--- config.mk ---
export PLATFORM = sky130hd
export DESIGN_NAME = acc_control
export DESIGN_NICKNAME = d
export VERILOG_FILES = /design/src/logic/acc_pkg.sv /design/src/logic/acc_result_buffer.sv /design/src/logic/acc_control.sv
export SDC_FILE = /design/constraint.sdc
export NUM_CORES = 1
export LEC_CHECK = 0
export ABC_AREA = 1
export BUFFER_PORTS_ARGS = -buffer_cell sky130_fd_sc_hd__buf_2
export CORE_ASPECT_RATIO = 1.5
export CORE_MARGIN = 4
export CORE_UTILIZATION = 50
export CTS_BUF_LIST = sky130_fd_sc_hd__clkbuf_4
export DETAILED_ROUTE_END_ITERATION = 16
export PLACE_DENSITY = 0.82
export SLEW_MARGIN = 20
export SYNTH_ARGS = -nofsm -noshare
export SYNTH_HDL_FRONTEND = slang
export SYNTH_HIERARCHICAL = 1
export SYNTH_SLANG_ARGS = --single-unit
--- constraint.sdc ---
create_clock -name sys_clk -period 1.7 [get_ports sys_clk]
set_input_delay 0.34 -clock sys_clk [delete_from_list [all_inputs] [get_ports sys_clk]]
set_output_delay 0.34 -clock sys_clk [all_outputs]
set_load 0.05 [all_outputs]
--- src/logic/acc_pkg.sv ---
// acc_pkg: shared constants and types of the conversion mode control
// assumes a 10 MHz system clock and a 1.024 MHz converter reference clock
package acc_pkg;

    // clock rates, in kHz, used to scale converter-clock times into sys_clk cycles
    localparam int CLK_KHZ = 10000;
    localparam int OSC_KHZ = 1024;

    // first conversion starts 28.5 converter clocks after the start command
    localparam int START_DLY_HALF_TCLK = 57;
    localparam int START_DLY_CYC = (START_DLY_HALF_TCLK * CLK_KHZ + 2 * OSC_KHZ - 1) / (2 * OSC_KHZ);

    // conversion times per data-rate code, in converter clocks
    localparam int CONT_TCLK_20   = 51192;
    localparam int CONT_TCLK_90   = 11532;
    localparam int CONT_TCLK_330  = 3116;
    localparam int CONT_TCLK_1000 = 1036;
    localparam int SS_TCLK_20     = 51213;
    localparam int SS_TCLK_90     = 11557;
    localparam int SS_TCLK_330    = 3141;
    localparam int SS_TCLK_1000   = 1061;

    // serial framing
    localparam logic [3:0] BITS_PER_BYTE = 4'h8;

    // command codes, one byte each
    localparam logic [7:0] CMD_RESET = 8'h06;
    localparam logic [7:0] CMD_START = 8'h08;
    localparam logic [7:0] CMD_PDOWN = 8'h02;
    localparam logic [7:0] CMD_RDATA = 8'h10;
    localparam logic [7:0] CMD_RREG  = 8'h20;
    localparam logic [7:0] CMD_WREG  = 8'h40;

    // configuration layout and value after reset
    typedef struct packed {
        logic [2:0] inputSel;   // input_select_field
        logic       gainFour;   // 0: unity, 1: gain of four
        logic [1:0] rate;       // 0:20 1:90 2:330 3:1000 SPS
        logic       contMode;   // 0: single-shot, 1: continuous
        logic       extRef;     // reference source select
    } acc_cfg_t;

    localparam logic [7:0] CFG_RESET = 8'h00;
    localparam logic [2:0] SEL_FIRST_SINGLE = 3'h3;
    localparam logic [2:0] SEL_LAST_SINGLE  = 3'h6;

    // input routing codes: 0..3 pins, 4 mid supply, 5 none
    localparam logic [2:0] IN_MID  = 3'h4;
    localparam logic [2:0] IN_NONE = 3'h5;

    // analog front-end steering
    typedef struct packed {
        logic [2:0] posSel;     // positive_converter_input source
        logic [2:0] negSel;     // negative_converter_input source
        logic       gndSwitch;  // ties negative input to analog_ground
        logic       gainFour;   // gain stage setting
        logic       extRef;     // reference source
    } acc_front_t;

    localparam int RESULT_W = 24;

endpackage

--- src/logic/acc_result_buffer.sv ---
// acc_result_buffer: one-word result store with registered read port
// assumes writer and reader share sys_clk; the whole word loads on a single edge
`timescale 1ns/1ns
module acc_result_buffer
    import acc_pkg::*;
(
    input  wire logic                sys_clk,  // system clock
    input  wire logic                nrst,     // async reset, active low
    input  wire logic                wrEn,     // store a finished result
    input  wire logic [RESULT_W-1:0] wrData,   // finished result
    output logic      [RESULT_W-1:0] rdData    // latest stored result
);

    // whole-word load: a reader never sees a mix of two conversions
    always_ff @(posedge sys_clk or negedge nrst) begin
        if (!nrst) begin
            rdData <= '0;
        end else if (wrEn) begin
            rdData <= wrData;
        end
    end

endmodule

--- src/logic/acc_control.sv ---
// acc_control: command decode, conversion sequencing and front-end steering
// assumes serial clock, data and frame pins arrive asynchronously to sys_clk
// and that the converter core presents a settled 24-bit code on coreData
`timescale 1ns/1ns

// Behaviour
// - one configuration register holds all setup
// - six commands accepted, others ignored
// - single-shot request gives exactly one conversion
// - after single-shot, return to low-power idle
// - continuous mode restarts conversion automatically
// - continuous interval follows data-rate field
// - result buffer loads whole word atomically
// - input select field picks both inputs
// - single-ended codes close ground switch
// - results are 24-bit codes from core
// - gain selectable between one and four
// - command latched at eighth falling edge
module acc_control
    import acc_pkg::*;
#(
    parameter int CONT_CYC_20   = CONT_TCLK_20 * CLK_KHZ / OSC_KHZ,    // continuous, 20 SPS
    parameter int CONT_CYC_90   = CONT_TCLK_90 * CLK_KHZ / OSC_KHZ,    // continuous, 90 SPS
    parameter int CONT_CYC_330  = CONT_TCLK_330 * CLK_KHZ / OSC_KHZ,   // continuous, 330 SPS
    parameter int CONT_CYC_1000 = CONT_TCLK_1000 * CLK_KHZ / OSC_KHZ,  // continuous, 1000 SPS
    parameter int SS_CYC_20     = SS_TCLK_20 * CLK_KHZ / OSC_KHZ,      // single-shot, 20 SPS
    parameter int SS_CYC_90     = SS_TCLK_90 * CLK_KHZ / OSC_KHZ,      // single-shot, 90 SPS
    parameter int SS_CYC_330    = SS_TCLK_330 * CLK_KHZ / OSC_KHZ,     // single-shot, 330 SPS
    parameter int SS_CYC_1000   = SS_TCLK_1000 * CLK_KHZ / OSC_KHZ     // single-shot, 1000 SPS
)
(
    input  wire logic                sys_clk,     // system clock, 10 MHz
    input  wire logic                nrst,        // async reset, active low
    input  wire logic                sclPin,      // serial clock pin
    input  wire logic                sdaPin,      // serial data pin
    input  wire logic                framePin,    // high while a bus transaction addresses us
    input  wire logic [RESULT_W-1:0] coreData,    // converter core code
    output acc_front_t               front,       // analog steering
    output logic                     convActive,  // converter powered and running
    output logic                     convStart,   // pulse: conversion begins
    output logic                     dataFresh,   // unread result waiting
    output logic [RESULT_W-1:0]      replyData,   // read-back word
    output logic                     replyValid   // pulse: replyData updated
);

    typedef enum logic [1:0] {ST_IDLE, ST_DELAY, ST_CONV} acc_state_t;

    acc_state_t          state;
    acc_cfg_t            cfg;
    logic                runCont;
    logic [1:0]          runRate;
    logic [19:0]         timer;
    logic [2:0]          sclSync;
    logic [1:0]          sdaSync, frameSync;
    logic [3:0]          bitCount;
    logic [7:0]          shiftReg;
    logic                wantCfg;
    logic                byteDone;
    logic [7:0]          byteVal;
    logic                isCmd;
    logic                convDone;
    logic [RESULT_W-1:0] bufData;

    // code-to-routing decode: pins 0..3, mid supply, ground switch
    function automatic acc_front_t route(input acc_cfg_t c);
        acc_front_t f;
        f = '0;
        f.gainFour = c.gainFour;
        f.extRef   = c.extRef;
        case (c.inputSel)
            3'h0: begin f.posSel = 3'h0; f.negSel = 3'h1; end
            3'h1: begin f.posSel = 3'h2; f.negSel = 3'h3; end
            3'h2: begin f.posSel = 3'h1; f.negSel = 3'h2; end
            3'h7: begin f.posSel = IN_MID; f.negSel = IN_MID; end
            default: begin
                f.posSel = c.inputSel - SEL_FIRST_SINGLE;
                f.negSel = IN_NONE;
            end
        endcase
        f.gndSwitch = (c.inputSel >= SEL_FIRST_SINGLE) && (c.inputSel <= SEL_LAST_SINGLE);
        return f;
    endfunction

    // conversion length for a rate code in the given mode
    function automatic logic [19:0] convLen(input logic [1:0] r, input logic cont);
        logic [19:0] n;
        n = 20'h0;
        case (r)
            2'h0:    n = cont ? 20'(CONT_CYC_20)   : 20'(SS_CYC_20);
            2'h1:    n = cont ? 20'(CONT_CYC_90)   : 20'(SS_CYC_90);
            2'h2:    n = cont ? 20'(CONT_CYC_330)  : 20'(SS_CYC_330);
            default: n = cont ? 20'(CONT_CYC_1000) : 20'(SS_CYC_1000);
        endcase
        return n;
    endfunction

    // two flops before use; serial clock keeps a third for edge detection
    // clock and data reset to the pulled-up idle level, frame to its low idle level, so no false edge follows reset
    always_ff @(posedge sys_clk or negedge nrst) begin
        if (!nrst) begin
            sclSync   <= 3'h7;
            sdaSync   <= 2'h3;
            frameSync <= 2'h0;
        end else begin
            sclSync   <= {sclSync[1:0], sclPin};
            sdaSync   <= {sdaSync[0], sdaPin};
            frameSync <= {frameSync[0], framePin};
        end
    end

    // data shifts in on the rising serial clock edge, msb first
    always_ff @(posedge sys_clk or negedge nrst) begin
        if (!nrst) begin
            shiftReg <= 8'h00;
            bitCount <= 4'h0;
            byteDone <= 1'b0;
        end else begin
            byteDone <= 1'b0;
            if (!frameSync[1]) begin
                bitCount <= 4'h0;
            end else if (sclSync[1] && !sclSync[2]) begin
                shiftReg <= {shiftReg[6:0], sdaSync[1]};
            end else if (!sclSync[1] && sclSync[2]) begin
                if (bitCount == BITS_PER_BYTE - 4'h1) begin
                    bitCount <= 4'h0;
                    byteDone <= 1'b1;
                end else begin
                    bitCount <= bitCount + 4'h1;
                end
            end
        end
    end

    assign byteVal = shiftReg;
    assign isCmd   = byteDone && !wantCfg;

    // the single configuration register, written after a write command
    always_ff @(posedge sys_clk or negedge nrst) begin
        if (!nrst) begin
            cfg     <= acc_cfg_t'(CFG_RESET);
            wantCfg <= 1'b0;
        end else if (byteDone && wantCfg) begin
            cfg     <= acc_cfg_t'(byteVal);
            wantCfg <= 1'b0;
        end else if (isCmd && byteVal == CMD_RESET) begin
            cfg     <= acc_cfg_t'(CFG_RESET);
        end else if (isCmd && byteVal == CMD_WREG) begin
            wantCfg <= 1'b1;
        end else if (!frameSync[1]) begin
            wantCfg <= 1'b0;   // a write cut short leaves the setup untouched
        end
    end

    assign convDone = (state == ST_CONV) && (timer == 20'h1);

    // sequencer; timing is counted from the command latch
    always_ff @(posedge sys_clk or negedge nrst) begin
        if (!nrst) begin
            state     <= ST_IDLE;
            timer     <= 20'h0;
            runCont   <= 1'b0;
            runRate   <= 2'h0;
            convStart <= 1'b0;
            front     <= '0;
        end else begin
            convStart <= 1'b0;
            if (isCmd && (byteVal == CMD_RESET || byteVal == CMD_PDOWN)) begin
                state <= ST_IDLE;
                timer <= 20'h0;
            end else if (isCmd && byteVal == CMD_START) begin
                // mode and rate captured at start
                runCont <= cfg.contMode;
                runRate <= cfg.rate;
                front   <= route(cfg);
                state   <= ST_DELAY;
                timer   <= 20'(START_DLY_CYC);
            end else begin
                case (state)
                    ST_IDLE: begin
                        timer <= 20'h0;
                    end
                    ST_DELAY: begin
                        if (timer == 20'h1) begin
                            state     <= ST_CONV;
                            timer     <= convLen(runRate, runCont);
                            convStart <= 1'b1;
                        end else begin
                            timer <= timer - 20'h1;
                        end
                    end
                    ST_CONV: begin
                        if (timer != 20'h1) begin
                            timer <= timer - 20'h1;
                        end else if (runCont) begin
                            timer     <= convLen(runRate, runCont);
                            convStart <= 1'b1;
                        end else begin
                            state <= ST_IDLE;
                            timer <= 20'h0;
                        end
                    end
                    default: begin
                        state <= ST_IDLE;
                        timer <= 20'h0;
                    end
                endcase
            end
        end
    end

    // idle means powered down between single-shot requests
    always_ff @(posedge sys_clk or negedge nrst) begin
        if (!nrst) begin
            convActive <= 1'b0;
        end else begin
            convActive <= (state != ST_IDLE);
        end
    end

    // finished code stored in one step
    acc_result_buffer u_buf (
        .sys_clk (sys_clk),
        .nrst    (nrst),
        .wrEn    (convDone),
        .wrData  (coreData),
        .rdData  (bufData)
    );

    // fresh flag: a completion in the same cycle as a read keeps it set
    always_ff @(posedge sys_clk or negedge nrst) begin
        if (!nrst) begin
            dataFresh <= 1'b0;
        end else if (convDone) begin
            dataFresh <= 1'b1;
        end else if (isCmd && byteVal == CMD_RDATA) begin
            dataFresh <= 1'b0;
        end
    end

    // only the two read codes reply; any other byte leaves the reply untouched
    always_ff @(posedge sys_clk or negedge nrst) begin
        if (!nrst) begin
            replyData  <= '0;
            replyValid <= 1'b0;
        end else begin
            replyValid <= 1'b0;
            if (isCmd && byteVal == CMD_RDATA) begin
                replyData  <= bufData;
                replyValid <= 1'b1;
            end else if (isCmd && byteVal == CMD_RREG) begin
                replyData  <= {16'h0000, cfg};
                replyValid <= 1'b1;
            end
        end
    end

endmodule

# Word-level counts from Yosys, hierarchy flattened

Index checks and enable logic that the tools add are counted.
W data, S select, Z words.

Register bits after elaboration: 115
Bits of input ports: 29
Output and inout bits: 37

Add/sub/neg operators: 3
Magnitude comparators: 2
Equality and inequality tests: 24
Mux-type cells: 45
Bitwise gates (word level): 1
Reduce and logical (&&, ||, !) cells: 28

Operators by type and width:

| kind                    | number |
|---|---|
| $pmux W19 S3            | 2 |
| $mux W20                | 5 |
| $mux W24                | 2 |
| $pmux W20 S2            | 1 |
| $mux W12                | 2 |
| $pmux W6 S4             | 1 |
| $eq A20 B1 Y1 const B   | 1 |
| $ne A20 B1 Y1 const B   | 1 |
| $sub A20 B1 Y20 const B | 1 |
| $mux W9                 | 2 |
| $mux W1                 | 17 |
| $mux W4                 | 4 |
| $mux W8                 | 2 |
| $logic_and A1 B1 Y1     | 12 |
| $mux W2                 | 5 |
| $eq A8 B2 Y1 const B    | 1 |
| $eq A8 B3 Y1 const B    | 1 |
| $eq A8 B4 Y1 const B    | 1 |
| $eq A8 B5 Y1 const B    | 1 |
| $eq A8 B6 Y1 const B    | 1 |
| $eq A8 B7 Y1 const B    | 1 |
| $ne A4 B4 Y1 const B    | 2 |
| $reduce_and A2 Y1       | 4 |
| $reduce_bool A2 Y1      | 4 |
| 23 further kinds        | 29 |

# Logic depth before layout (Yosys ltp)

Gate-level depths: netlist of the first run.

Depth after elaboration: 7
Gate-level depth with buffers: 11

# Modules after synthesis

Netlist of the first run, hierarchy kept.

Modules (own cells, without submodules):

| module            | instances | cells each | area each (um^2) | sequential area each (um^2) |
|---|---|---|---|---|
| acc_control       | 1         | 590        | 4,704.5          | 2,283.4 |
| acc_result_buffer | 1         | 102        | 974.7            | 600.6 |

# Worst setup path after synthesis of the first run

Ideal clock, no wire load.

Kind: flip-flop to flip-flop
Start: register timer[11]
End: register u_buf.rdData[10]
Library setup time: 0.116 ns
Data arrival time: 1.514 ns
Required time: 1.584 ns
Path slack: 0.070 ns
Cell stages (with the launch flop): 11
Path buffers: 2
Period minus slack after synthesis: 1.630 ns
Cell sequence: dfrtp_1 > nor2_1 > nand3_1 > inv_1 > nand3_1 > nor2_1 > buf_6 > inv_8 > buf_12 > nand2_2 > nand2_1

Longest elaborated chain between the ends: 2

Ends and longest elaborated chain:

| item                   | line                    | RTL |
|---|---|---|
| from (decl)            | acc_control.sv:52       | `logic [19:0] timer;` |
| from (signal assigned) | acc_control.sv:176      | `timer <= 20'(START_DLY_CYC);` |
| from (signal assigned) | acc_control.sv:185      | `timer <= convLen(runRate, runCont);` |
| from (signal assigned) | acc_control.sv:188      | `timer <= timer - 20'h1;` |
| $eq A20 B1 Y1          | acc_control.sv:154      | `assign convDone = (state == ST_CONV) && (timer == 20'h1);` |
| $logic_and A1 B1 Y1    | acc_control.sv:154      |  |
| net convDone           | acc_control.sv:61       | `logic convDone;` |
| to (signal assigned)   | acc_result_buffer.sv:19 | `rdData <= wrData;` |
| to (decl)              | acc_result_buffer.sv:11 | `output logic [RESULT_W-1:0] rdData` |

The timed path passes the listed nets, and every way through them passes these cells.
A chain may end at the register's enable or synchronous reset.

# Final worst setup path of the first run

Start: register timer[2]
End: register u_buf.rdData[14]

The elaborated chain is that of the path after synthesis.

==> reports/metrics.yaml, run 1 <==
run_status: "complete, no violations"
synth.distinct_cells: 38
critical_path.n_buffers_inverters: 2
ys_async_sr_fraction: 1.00
fin_crit_ns: 1.67
synth_seq_area_share: 0.508
critical_path.cell_chain: "nor2_4 > nand3_1 > nor2_2 > nand3_4 > nor2_4 > buf_12 > inv_16 > nand2_1 > nand2_1"
antenna_cells: 0
power.ir.vdd_worst_mv: 0.673
drt.antenna.violating_nets: 0
synthCells: 692
place.detailed.hpwl_um: 10100
drc: 0
crit_family: "simple AND/OR/NAND/NOR gates"
global_route.usage.total: 0.237
power-per-cell-area_nw_per_um2: 733
tritoncts_num_sinks: 115
rsz0062_at_grt: "true"
worst_path_largest_cell_delay_ns: 0.47
maximum_number_of_pins_on_one_net_before_global_route_repair: 61
post_synth_instance_area_um2: 5680
top_cells_by_area_in_the_synthesized_netlist: "sky130_fd_sc_hd__dfrtp_1, sky130_fd_sc_hd__nand2_1, sky130_fd_sc_hd__inv_1, sky130_fd_sc_hd__ha_1, sky130_fd_sc_hd__nand3_1"
finalHoldViolations: 0
die_height_um: 139
finalSetupViolations: 0
tightest_slew_ns: 0.323
floorplan.die_area_um2: 13200
grt_pass1_wl_um: 24200
syn2layout_area_growth_pct: 28.4
worst-endpoint-required_ns: 2.15
leakage_nw: 3.90
deepest_level_of_the_cts_h_tree: 4
setup.worst_path.end_class: "flop"
dp_worst_setup_slack_ns: -0.00939
synthesis.nets: 743
max_cap_viol_count: 0
grt_overflow_total: 0
fin_crit_sh: 0.984
min-delay-path-class: "input port to async pin"
total_instance_count_after_detailed_placement: 933
finalWeightedCongestion: 0.945
clk-insertion-delay-late_ns: 0.57
crit_arrival_ns: 2.13
drive_above_1_share: 0.244
final_design_area_no_fill_um2: 7290
yosysWarningCount: 6
fmax_mhz: 598
root_buffer: "sky130_fd_sc_hd__clkbuf_4"
ios: 66
dpl_cell_area_um2: 6490
flip_flop_and_latch_count_after_synthesis: 115
synth.top_cell.area_share: 0.485
floorplan.initialDensity: 0.514
synthFlopType: "sky130_fd_sc_hd__dfrtp_1"
antenna_found_initial: 0
yosys.area.top_type: "sky130_fd_sc_hd__dfrtp_1"
mapped_avg_cell_area_um2: 8.21
drt-wirelength-per-cell_um: 14.9
worst-path-max-fanout: 24
clock_path_buffers: 2
core_region_area_um2: 11100
critical-path-slowest-cell: "sky130_fd_sc_hd__dfrtp_2"
vias_in_the_first_global_route: 5304
routed_via_density: 5.23
fillCellCount: 858
die_x_um: 95.0
drt_pre_antenna_iters: 5
setup_tns_ns: 0
setup_slack_ns: 0.0271
layout.cells.non_filler: 1004
totalWireLength_um: 15000
netlist_top_cells_count: "sky130_fd_sc_hd__nand2_1, sky130_fd_sc_hd__dfrtp_1, sky130_fd_sc_hd__inv_1"
fin_worst_skew_ns: 0.0235
design.final.nets: 895
detailroute.via_count: 5251
clkSlewWorstSetupHoldPaths_ns: 0.12
startpoint_kind_of_the_worst_setup_timing_path: "flop"
layout.core_utilization: 0.660
post-synth-top-count-cell: "sky130_fd_sc_hd__nand2_1"
cts_buffers: 17
cts_tree: "yes"
placement_rows: 47
port_buffers: 65
slew-limit-headroom: 0.784
drv_slew: 0
synth-edff-count: 0
dr.first_iter.drc_count: 379
setup.worst_path.class: "flop to flop"
==> area by class of cell <==
cell class,count,area [um2],area share
timing repair buffer,150,1140,0.156
tap,147,184,0.0252
inverter,80,325,0.0446
clock inverter,14,155,0.0213
clock buffer,18,135,0.0185
sequential,115,2890,0.396
multi-input combinational,480,2470,0.339
==> cells in the final DEF, fill, tap and decap left out, drive strengths merged, types with 5 or more instances in the layout <==
cell type,netlist,routed
nand2,233,233
buf,11,121
dfrtp,110,110
inv,79,81
nor2,63,63
nand3,54,54
o21ai,44,44
dlygate4sd3,0,28
ha,22,22
clkbuf,6,19
a21oi,18,18
o22ai,9,9
xor2,7,7
clkinv,1,6
nand4,5,5
clkinvlp,0,5
o21a,5,5
dfstp,5,5
==> per-stage QoR <==
step	power, mW	hold slack, ns
after global routing	5.58	0.173
after CTS	5.33	0.141
after floorplan	3.06	0.0444
after global placement	3.26	0.213
final	5.34	0.171
after detailed placement	3.27	0.213
==> repair_timing <==
action | 4_1_cts | 5_1_grt
buffers inserted | 0 | 10
resized for setup | 3 | 47
pin swaps | 1 | 7
endpoints found under the setup margin | 21 | 71
cloned | 0 | 1
endpoints found under the hold margin | 137 | 0
hold buffers | 28 | 0
==> worst paths after layout <==
path	endpoint	start	slack, ns	depth (start not counted)
max	u_buf/rdData[14]$_DFFE_PN0P_	timer[2]$_DFF_PN0_	0.03	9
min	replyData[6]$_DFFE_PN0P_	nrst	0.17	2
max reg2reg	u_buf/rdData[14]$_DFFE_PN0P_	timer[2]$_DFF_PN0_	0.03	9
min reg2reg	sclSync[1]$_DFF_PN1_	sclSync[0]$_DFF_PN1_	0.36	0
max in group asynchronous	sclSync[2]$_DFF_PN1_	nrst	0.90	3
min in group sys_clk	sclSync[1]$_DFF_PN1_	sclSync[0]$_DFF_PN1_	0.36	0
==> report_power, final <==
part	internal [mW]	switching, mW	total, mW
sequential	2.79	0.0390	2.83
combinational	0.178	0.284	0.462
clock	0.901	1.15	2.05
==> sequential cells by signal, summed over array words and instances, names as in the netlist <==
| register | cells |
|---|---|
| byteDone | 1 |
| runRate | 2 |
| byteVal | 8 |
| u_buf/rdData | 24 |
| sdaSync | 2 |
| convStart | 1 |
| timer | 20 |
| sclSync | 3 |
| replyData | 24 |
| cfg | 8 |
| bitCount | 4 |
| wantCfg | 1 |
| dataFresh | 1 |
| state | 2 |
| frameSync | 2 |
| replyValid | 1 |
| front | 9 |
| convActive | 1 |
| runCont | 1 |
==> per-layer routing <==
| layer | GRT usage | routed length (um) |
|---|---|---|
| met3 | 0.0658 | 707 |
| met2 | 0.418 | 8030 |
| met5 | 0 | 0 |
| met1 | 0.246 | 5340 |
| met4 | 0.130 | 897 |
==> cell families (layout without fill, tap and decap cells) <==
logic type	Yosys count	in the layout	synth area share
xor gates and xnor gates	9	9	0.0139
DFF	115	115	0.508
and+or+nand+nor	365	365	0.271
buffers and inverters	97	262	0.0775
AOI/OAI and AO/OA	84	84	0.0815
adders and majority gates	22	22	0.0485
No activity file was read; power rests on OpenSTA's default activity.
==> inputs of run 2 (changes only) <==
--- a/config.mk
+++ b/config.mk
@@ -5,7 +5,6 @@
 export SDC_FILE = /design/constraint.sdc
 export NUM_CORES = 1
 export LEC_CHECK = 0
-export ABC_AREA = 1
 export BUFFER_PORTS_ARGS = -buffer_cell sky130_fd_sc_hd__buf_2
 export CORE_ASPECT_RATIO = 1.5
 export CORE_MARGIN = 4
@@ -13,6 +12,7 @@
 export CTS_BUF_LIST = sky130_fd_sc_hd__clkbuf_4
 export DETAILED_ROUTE_END_ITERATION = 16
 export PLACE_DENSITY = 0.82
+export SKIP_LAST_GASP = 1
 export SLEW_MARGIN = 20
 export SYNTH_ARGS = -nofsm -noshare
 export SYNTH_HDL_FRONTEND = slang
==> run 2 against run 1 <==
Net effect:
- the run now ends with negative setup slack left
- global-route usage up 2.9 points
- sequential power up 4%
- non-clock buffer count up 39
- critical path type unchanged
==> reports/metrics.yaml, run 2 <==
tightest_slew_ns: 0.769  # was 0.323 ns
syn2layout_area_growth_pct: 42.4  # was 28.4%
vias_in_the_first_global_route: 5289  # was 5304
clk-insertion-delay-late_ns: 0.54  # was 0.57 ns
fmax_mhz: 481  # was 598 MHz
post-synth-top-count-cell: "sky130_fd_sc_hd__dfrtp_1"  # was sky130_fd_sc_hd__nand2_1
power-per-cell-area_nw_per_um2: 763  # was 733 nW/um2
antenna_found_initial: 0  # unchanged
post_synth_instance_area_um2: 5560  # was 5680 um2
flip_flop_and_latch_count_after_synthesis: 115  # unchanged
worst_path_largest_cell_delay_ns: 0.46  # was 0.47 ns
final_design_area_no_fill_um2: 7920  # was 7290 um2
finalWeightedCongestion: 0.922  # was 0.945
cts_tree: "yes"  # unchanged
layout.cells.non_filler: 841  # was 1004
min-delay-path-class: "input port to flop"  # was input port to async pin
fin_crit_ns: 2.08  # was 1.67 ns
worstRegToRegCells: 8  # was 9
overall_power_mw: 6.04  # was 5.34 mW
clkSlewWorstSetupHoldPaths_ns: 0.12  # about the same
top_cells_by_area_in_the_synthesized_netlist: "sky130_fd_sc_hd__dfrtp_1, sky130_fd_sc_hd__mux2_4, sky130_fd_sc_hd__ha_1, sky130_fd_sc_hd__nand2_1, sky130_fd_sc_hd__a22o_1"  # was sky130_fd_sc_hd__dfrtp_1, sky130_fd_sc_hd__nand2_1, sky130_fd_sc_hd__inv_1, sky130_fd_sc_hd__ha_1, sky130_fd_sc_hd__nand3_1
setup.worst_path.class: "flop to flop"  # unchanged
critical_path.cell_chain: "buf_4 > nor4_1 > nand4_1 > buf_4 > buf_4 > nor2_2 > xnor2_1 > a211oi_2"  # was nor2_4 > nand3_1 > nor2_2 > nand3_4 > nor2_4 > buf_12 > inv_16 > nand2_1 > nand2_1
crit_arrival_ns: 2.54  # was 2.13 ns
grt_overflow_total: 0  # unchanged
worst-path-max-fanout: 3  # was 24
dr.first_iter.drc_count: 287  # was 379
hold_depth: 2
ys_async_sr_fraction: 1.00  # unchanged
root_buffer: "sky130_fd_sc_hd__clkbuf_4"  # unchanged
yosysWarningCount: 6  # unchanged
area_occupied_by_multi_input_gates_um2: 3010  # was 2470 um2
die_height_um: 137  # was 139 um
maximum_number_of_pins_on_one_net_before_global_route_repair: 38  # was 61
synth-edff-count: 0  # unchanged
drv_slew: 0  # unchanged
worst-endpoint-required_ns: 2.16  # was 2.15 ns
totalWireLength_um: 18000  # was 15000 um
leakage_nw: 3.86  # was 3.90 nW
rsz0062_at_grt: "true"  # unchanged
slew-limit-headroom: 0.486  # was 0.784
total_instance_count_after_detailed_placement: 776  # was 933
startpoint_kind_of_the_worst_setup_timing_path: "flop"  # unchanged
drt_pre_antenna_iters: 4  # was 5
dpl_cell_area_um2: 6780  # was 6490 um2
design.final.nets: 735  # was 895
synthesis.nets: 544  # was 743
dp_worst_setup_slack_ns: -0.367  # was -0.00939 ns
setup_slack_ns: -0.378  # was 0.0271 ns
floorplan.die_area_um2: 12900  # was 13200 um2
synthFlopType: "sky130_fd_sc_hd__dfrtp_1"  # unchanged
synth_seq_area_share: 0.519  # was 0.508
mapped_avg_cell_area_um2: 11.3  # was 8.21 um2
floorplan.initialDensity: 0.520  # was 0.514
ios: 66  # unchanged
critical-path-slowest-cell: "sky130_fd_sc_hd__nor4_1"  # was sky130_fd_sc_hd__dfrtp_2
max_cap_viol_count: 0  # unchanged
cts_buffers: 17  # unchanged
tritoncts_num_sinks: 115  # unchanged
grt_pass1_wl_um: 26400  # was 24200 um
drt-wirelength-per-cell_um: 21.4  # was 14.9 um
placement_rows: 46  # was 47
drt.antenna.violating_nets: 0  # unchanged
critical-path-top-cell-by-count: "sky130_fd_sc_hd__buf_4"
synthCells: 493  # was 692
yosys.area.top_type: "sky130_fd_sc_hd__dfrtp_1"  # unchanged
run_status: "finished, violations left"  # was complete, no violations
port_buffers: 65  # unchanged
power.ir.vdd_worst_mv: 0.808  # was 0.673 mV
reg.largest.list: "replyData x24, u_buf/rdData x24, timer x20"  # unchanged
finalSetupViolations: 73  # was 0
netlist_top_cells_count: "sky130_fd_sc_hd__dfrtp_1, sky130_fd_sc_hd__nand2_1, sky130_fd_sc_hd__nor2_1"  # was sky130_fd_sc_hd__nand2_1, sky130_fd_sc_hd__dfrtp_1, sky130_fd_sc_hd__inv_1
layout.core_utilization: 0.740  # was 0.660
failed_checks: "negative setup slack"
drc: 0  # unchanged
fillCellCount: 685  # was 858
drive_above_1_share: 0.489  # was 0.244
fin_worst_skew_ns: 0.0318  # was 0.0235 ns
detailroute.via_count: 4979  # was 5251
place.detailed.hpwl_um: 10700  # was 10100 um
area.sequential_um2: 2880  # was 2890 um2
synth.distinct_cells: 63  # was 38
deepest_level_of_the_cts_h_tree: 4  # unchanged
fin_crit_sh: 1.22  # was 0.984
antenna_cells: 0  # unchanged
setup.worst_path.end_class: "flop"  # unchanged
clock_path_buffers: 2  # unchanged
finalHoldViolations: 0  # unchanged
layout_commonest_cell: "sky130_fd_sc_hd__dfrtp_1"  # was sky130_fd_sc_hd__nand2_1
global_route.usage.total: 0.265  # was 0.237
synth.top_cell.area_share: 0.495  # was 0.485
die_x_um: 94.1  # was 95.0 um
layout_common_cells: "sky130_fd_sc_hd__dfrtp_1, sky130_fd_sc_hd__buf_4, sky130_fd_sc_hd__buf_2"  # was sky130_fd_sc_hd__nand2_1, sky130_fd_sc_hd__dfrtp_1, sky130_fd_sc_hd__inv_1
routed_via_density: 5.92  # was 5.23
core_region_area_um2: 10700  # was 11100 um2
[run 2: changes by cell type after synthesis, moves of 23 or more]
| cell | change |
|---|---|
| sky130_fd_sc_hd__a22o_1 | +23 |
| sky130_fd_sc_hd__inv_1 | -58 |
| sky130_fd_sc_hd__nand2_1 | -166 |
| sky130_fd_sc_hd__nand3_1 | -45 |
| sky130_fd_sc_hd__nor2_1 | -25 |
| sky130_fd_sc_hd__o21ai_0 | -28 |
[run 2: repair_timing]
item,4_1_cts,5_1_grt
gates resized for setup,60,54
buffers inserted,16,10
hold buffers,4,0
endpoints found under the hold margin,21,0
setup endpoints to repair,91,91
cloned,4,2
pin swaps,24,38
[run 2: cells by family (layout without fill, tap and decap cells)]
group,Yosys count,count (layout),synth area share
compound gates,106,109,0.138
flops,115,115,0.519
mux,32,32,0.0783
simple gates,168,168,0.160
buf+inv,36,237,0.0342
fa+ha+maj,22,22,0.0495
xor+xnor,14,14,0.0220
[run 2: area by class of cell]
cell class / count / area share
clock buffers: 20 / 0.0190
clock inverters: 12 / 0.0205
inverters: 16 / 0.00790
multi-input cells: 345 / 0.380
flip-flops and latches: 115 / 0.364
well taps: 144 / 0.0228
repair buffers: 189 / 0.186
[run 2: path summary, 6_finish.rpt]
path,startpoint,end,slack (ns)
setup / recovery,timer[12]$_DFF_PN0_,timer[15]$_DFF_PN0_,-0.38
hold reg to reg,sdaSync[0]$_DFF_PN1_,sdaSync[1]$_DFF_PN1_,0.36
setup reg to reg,timer[12]$_DFF_PN0_,timer[15]$_DFF_PN0_,-0.38
max in group asynchronous,nrst,u_buf/rdData[22]$_DFFE_PN0P_,0.85
min in group asynchronous,nrst,timer[10]$_DFF_PN0_,0.27
hold / removal,coreData[10],u_buf/rdData[10]$_DFFE_PN0P_,0.03
[run 2: per-layer routing]
| layer | vias to the layer above | track usage | routed length (um) |
|---|---|---|---|
| met1 | 2486 | 0.282 | 6170 |
| met5 | - | 0 | 0 |
| met4 | 0 | 0.135 | 884 |
| met2 | 236 | 0.484 | 10000 |
| met3 | 78 | 0.0617 | 916 |
| li1 | 2179 | - | - |
[run 2: metrics by stage]
stage / setup TNS (ns) / hold WS, ns
after floorplan: -14.81 / 0.0444
after global placement: -14.31 / 0.295
after detailed placement: -19.16 / 0.297
after CTS: -12.62 / 0.0274
after global routing: -22.92 / 0.0142
final: -18.52 / 0.0343
[run 2: worst max-delay path: cells and delay by family, from the launching register on]
kind / cells / cell delay, ns
AOI/OAI and AO/OA: 1 / 0.22
DFF: 1 / 0.41
xor gates and xnor gates: 1 / 0.10
buffers and inverters: 3 / 0.47
and+or+nand+nor: 3 / 0.81
[run 2: power breakdown]
group	internal, mW	switching (mW)
registers	2.83	0.127
logic	0.361	0.445
clock network	1.20	1.09
total	4.38	1.66
==> inputs of run 3 (changes only) <==
==> constraint.sdc (replaced) <==
create_clock -name sys_clk -period 1.7 [get_ports sys_clk]
set_input_delay 0.34 -clock sys_clk [delete_from_list [all_inputs] [get_ports sys_clk]]
set_output_delay 0.34 -clock sys_clk [all_outputs]
set_load 0.1 [all_outputs]
==> run 3 against run 2 <==
Net effect:
- the run still ends with negative setup slack left
- routed wire length increased by 2.2%
- sequential share of layout area decreased by 0.38 points
- combinational power about the same
- non-clock buffer count unchanged
- clock power about the same
- worst setup slack got worse by 0.032 ns
- clock skew decreased by 0.0010 ns
- first-iteration DRC count increased by 4.2%
- die area unchanged
- count of clock-buffer cells in the layout unchanged
- global-route usage unchanged
- maximum frequency decreased by 1.5%
- critical path type unchanged
==> reports/metrics.yaml, run 3 (synthesis results as in run 2) <==
run_status: "finished, violations left"  # unchanged
failed_checks: "negative setup slack"  # unchanged
die_height_um: 137  # unchanged
antenna_found_initial: 0  # unchanged
p_sw_frac: 0.278  # was 0.275
totalWireLength_um: 18400  # was 18000 um
dr.first_iter.drc_count: 299  # was 287
clock_power_share: 0.380  # was 0.378
worst-endpoint-required_ns: 2.17  # was 2.16 ns
port_buffers: 65  # unchanged
vias_in_the_first_global_route: 5289  # unchanged
rsz0062_at_grt: "true"  # unchanged
drt_pre_antenna_iters: 9  # was 4
power.ir.vdd_worst_mv: 0.807  # was 0.808 mV
power_frac_seq: 0.487  # was 0.488
floorplan.initialDensity: 0.520  # unchanged
drive_above_1_share: 0.489  # unchanged
drt-wirelength-per-cell_um: 21.9  # was 21.4 um
clkSlewWorstSetupHoldPaths_ns: 0.11  # was 0.12 ns
setup.worst_path.end_class: "flop"  # unchanged
drc: 0  # unchanged
place.detailed.hpwl_um: 10700  # unchanged
finalSetupViolations: 73  # unchanged
crit_arrival_ns: 2.58  # was 2.54 ns
critical-path-slowest-cell: "sky130_fd_sc_hd__nor4_1"  # unchanged
cts_tree: "yes"  # unchanged
reg.largest.list: "replyData x24, u_buf/rdData x24, timer x20"  # unchanged
global_route.usage.total: 0.265  # unchanged
fin_crit_ns: 2.11  # was 2.08 ns
cellInternalPower_mw: 4.38  # about the same
finalHoldViolations: 0  # unchanged
critical_path.cell_chain: "buf_4 > nor4_1 > nand4_1 > buf_4 > buf_4 > nor2_2 > xnor2_1 > a211oi_2"  # unchanged
fin_crit_sh: 1.24  # was 1.22
tritoncts_num_sinks: 115  # unchanged
switching_power_mw: 1.69  # was 1.66 mW
floorplan.die_area_um2: 12900  # unchanged
power-per-cell-area_nw_per_um2: 759  # was 763 nW/um2
overall_power_mw: 6.07  # was 6.04 mW
ios: 66  # unchanged
core_region_area_um2: 10700  # unchanged
final.hold.worst_slack_ns: 0.0246  # was 0.0343 ns
design.final.nets: 735  # unchanged
startpoint_kind_of_the_worst_setup_timing_path: "flop"  # unchanged
grt_overflow_total: 0  # unchanged
root_buffer: "sky130_fd_sc_hd__clkbuf_4"  # unchanged
fillCellCount: 662  # was 685
power.combinational.fraction: 0.133  # about the same
drv_slew: 0  # unchanged
deepest_level_of_the_cts_h_tree: 4  # unchanged
detailroute.via_count: 5030  # was 4979
grt_pass1_wl_um: 26400  # unchanged
fin_worst_skew_ns: 0.0308  # was 0.0318 ns
clock_path_buffers: 2  # unchanged
worst-path-max-fanout: 3  # unchanged
layout_commonest_cell: "sky130_fd_sc_hd__dfrtp_1"  # unchanged
maximum_number_of_pins_on_one_net_before_global_route_repair: 38  # unchanged
leakage_nw: 3.83  # was 3.86 nW
max_cap_viol_count: 0  # unchanged
placement_rows: 46  # unchanged
hold_depth: 2  # unchanged
cts_buffers: 17  # unchanged
worstRegToRegCells: 8  # unchanged
slew-limit-headroom: 0.450  # was 0.486
tightest_slew_ns: 0.824  # was 0.769 ns
min-delay-path-class: "input port to flop"  # unchanged
setup_slack_ns: -0.410  # was -0.378 ns
syn2layout_area_growth_pct: 43.9  # was 42.4%
layout_common_cells: "sky130_fd_sc_hd__dfrtp_1, sky130_fd_sc_hd__buf_4, sky130_fd_sc_hd__clkbuf_4"  # was sky130_fd_sc_hd__dfrtp_1, sky130_fd_sc_hd__buf_4, sky130_fd_sc_hd__buf_2
antenna_cells: 0  # unchanged
die_x_um: 94.1  # unchanged
fmax_mhz: 474  # was 481 MHz
critical-path-top-cell-by-count: "sky130_fd_sc_hd__buf_4"  # unchanged
routed_via_density: 5.98  # was 5.92
drt.antenna.violating_nets: 0  # unchanged
finalWeightedCongestion: 0.922  # unchanged
dp_worst_setup_slack_ns: -0.367  # unchanged
worst_path_largest_cell_delay_ns: 0.47  # was 0.46 ns
clk-insertion-delay-late_ns: 0.55  # was 0.54 ns
setup.worst_path.class: "flop to flop"  # unchanged
-- run 3: final cells by class --
type,count,area [um2],area share
clock buffer,20,150,0.0188
tap,144,180,0.0225
clock inverter,12,163,0.0203
timing repair buffer,189,1550,0.194
sequential,115,2880,0.360
inverter,16,62.6,0.00782
multi-input combinational,345,3010,0.376
-- run 3: power by group through the flow --
stage               registers (mW)  logic [mW]  clock network [mW]
finish                        2.96       0.806                2.31
global route                  2.97       0.857                2.44
CTS                           2.93       0.723                2.25
detailed placement            2.98       0.669                   0
global placement              2.97       0.635                   0
floorplan                     2.98       0.255                   0
-- run 3: path summary, 6_finish.rpt --
| kind | start | slack (ns) | end |
|---|---|---|---|
| worst min-delay path | coreData[20] | 0.02 | u_buf/rdData[20]$_DFFE_PN0P_ |
| worst max register to register | timer[12]$_DFF_PN0_ | -0.41 | timer[15]$_DFF_PN0_ |
| worst max-delay path | timer[12]$_DFF_PN0_ | -0.41 | timer[15]$_DFF_PN0_ |
| min in group asynchronous | nrst | 0.26 | timer[10]$_DFF_PN0_ |
| worst min register to register | sdaSync[0]$_DFF_PN1_ | 0.36 | sdaSync[1]$_DFF_PN1_ |
| max in group asynchronous | nrst | 0.88 | cfg[6]$_DFFE_PN0P_ |
-- run 3: per-stage QoR --
| stage | instance area (um2) | utilization | setup TNS [ns] | std cells |
|---|---|---|---|---|
| after floorplan | 5710 | - | -14.84 | 493 |
| after global placement | 6780 | 0.634 | -14.31 | 776 |
| after detailed placement | 6780 | 0.634 | -19.16 | 776 |
| after CTS | 7610 | 0.711 | -12.62 | 832 |
| after global routing | 8000 | 0.747 | -23.75 | 841 |
| final | 8000 | 0.747 | -19.91 | 841 |
-- run 3: what timing repair did --
| action | in CTS | in global routing |
|---|---|---|
| setup endpoints to repair | 91 | 124 |
| hold endpoints to repair | 21 | 0 |
| gates resized for setup | 60 | 87 |
| setup buffers | 16 | 10 |
| hold buffers | 4 | 0 |
| pin swaps | 24 | 38 |
| gates cloned | 4 | 2 |
-- run 3: metal layers --
layer	GRT usage	wire length, um	part of all wire	vias to the layer above
met5	0	0	0	-
met4	0.135	1170	0.063	0
met3	0.0617	969	0.053	98
met2	0.484	9980	0.54	248
met1	0.282	6300	0.34	2514
li1	-	-	-	2170
-- run 3: worst max-delay path: cells and delay by family (launching register included) --
kind / cells / cell delay (ns)
flops: 1 / 0.40
compound gates: 1 / 0.21
simple gates: 3 / 0.83
xor+xnor: 1 / 0.10
buf+inv: 3 / 0.47
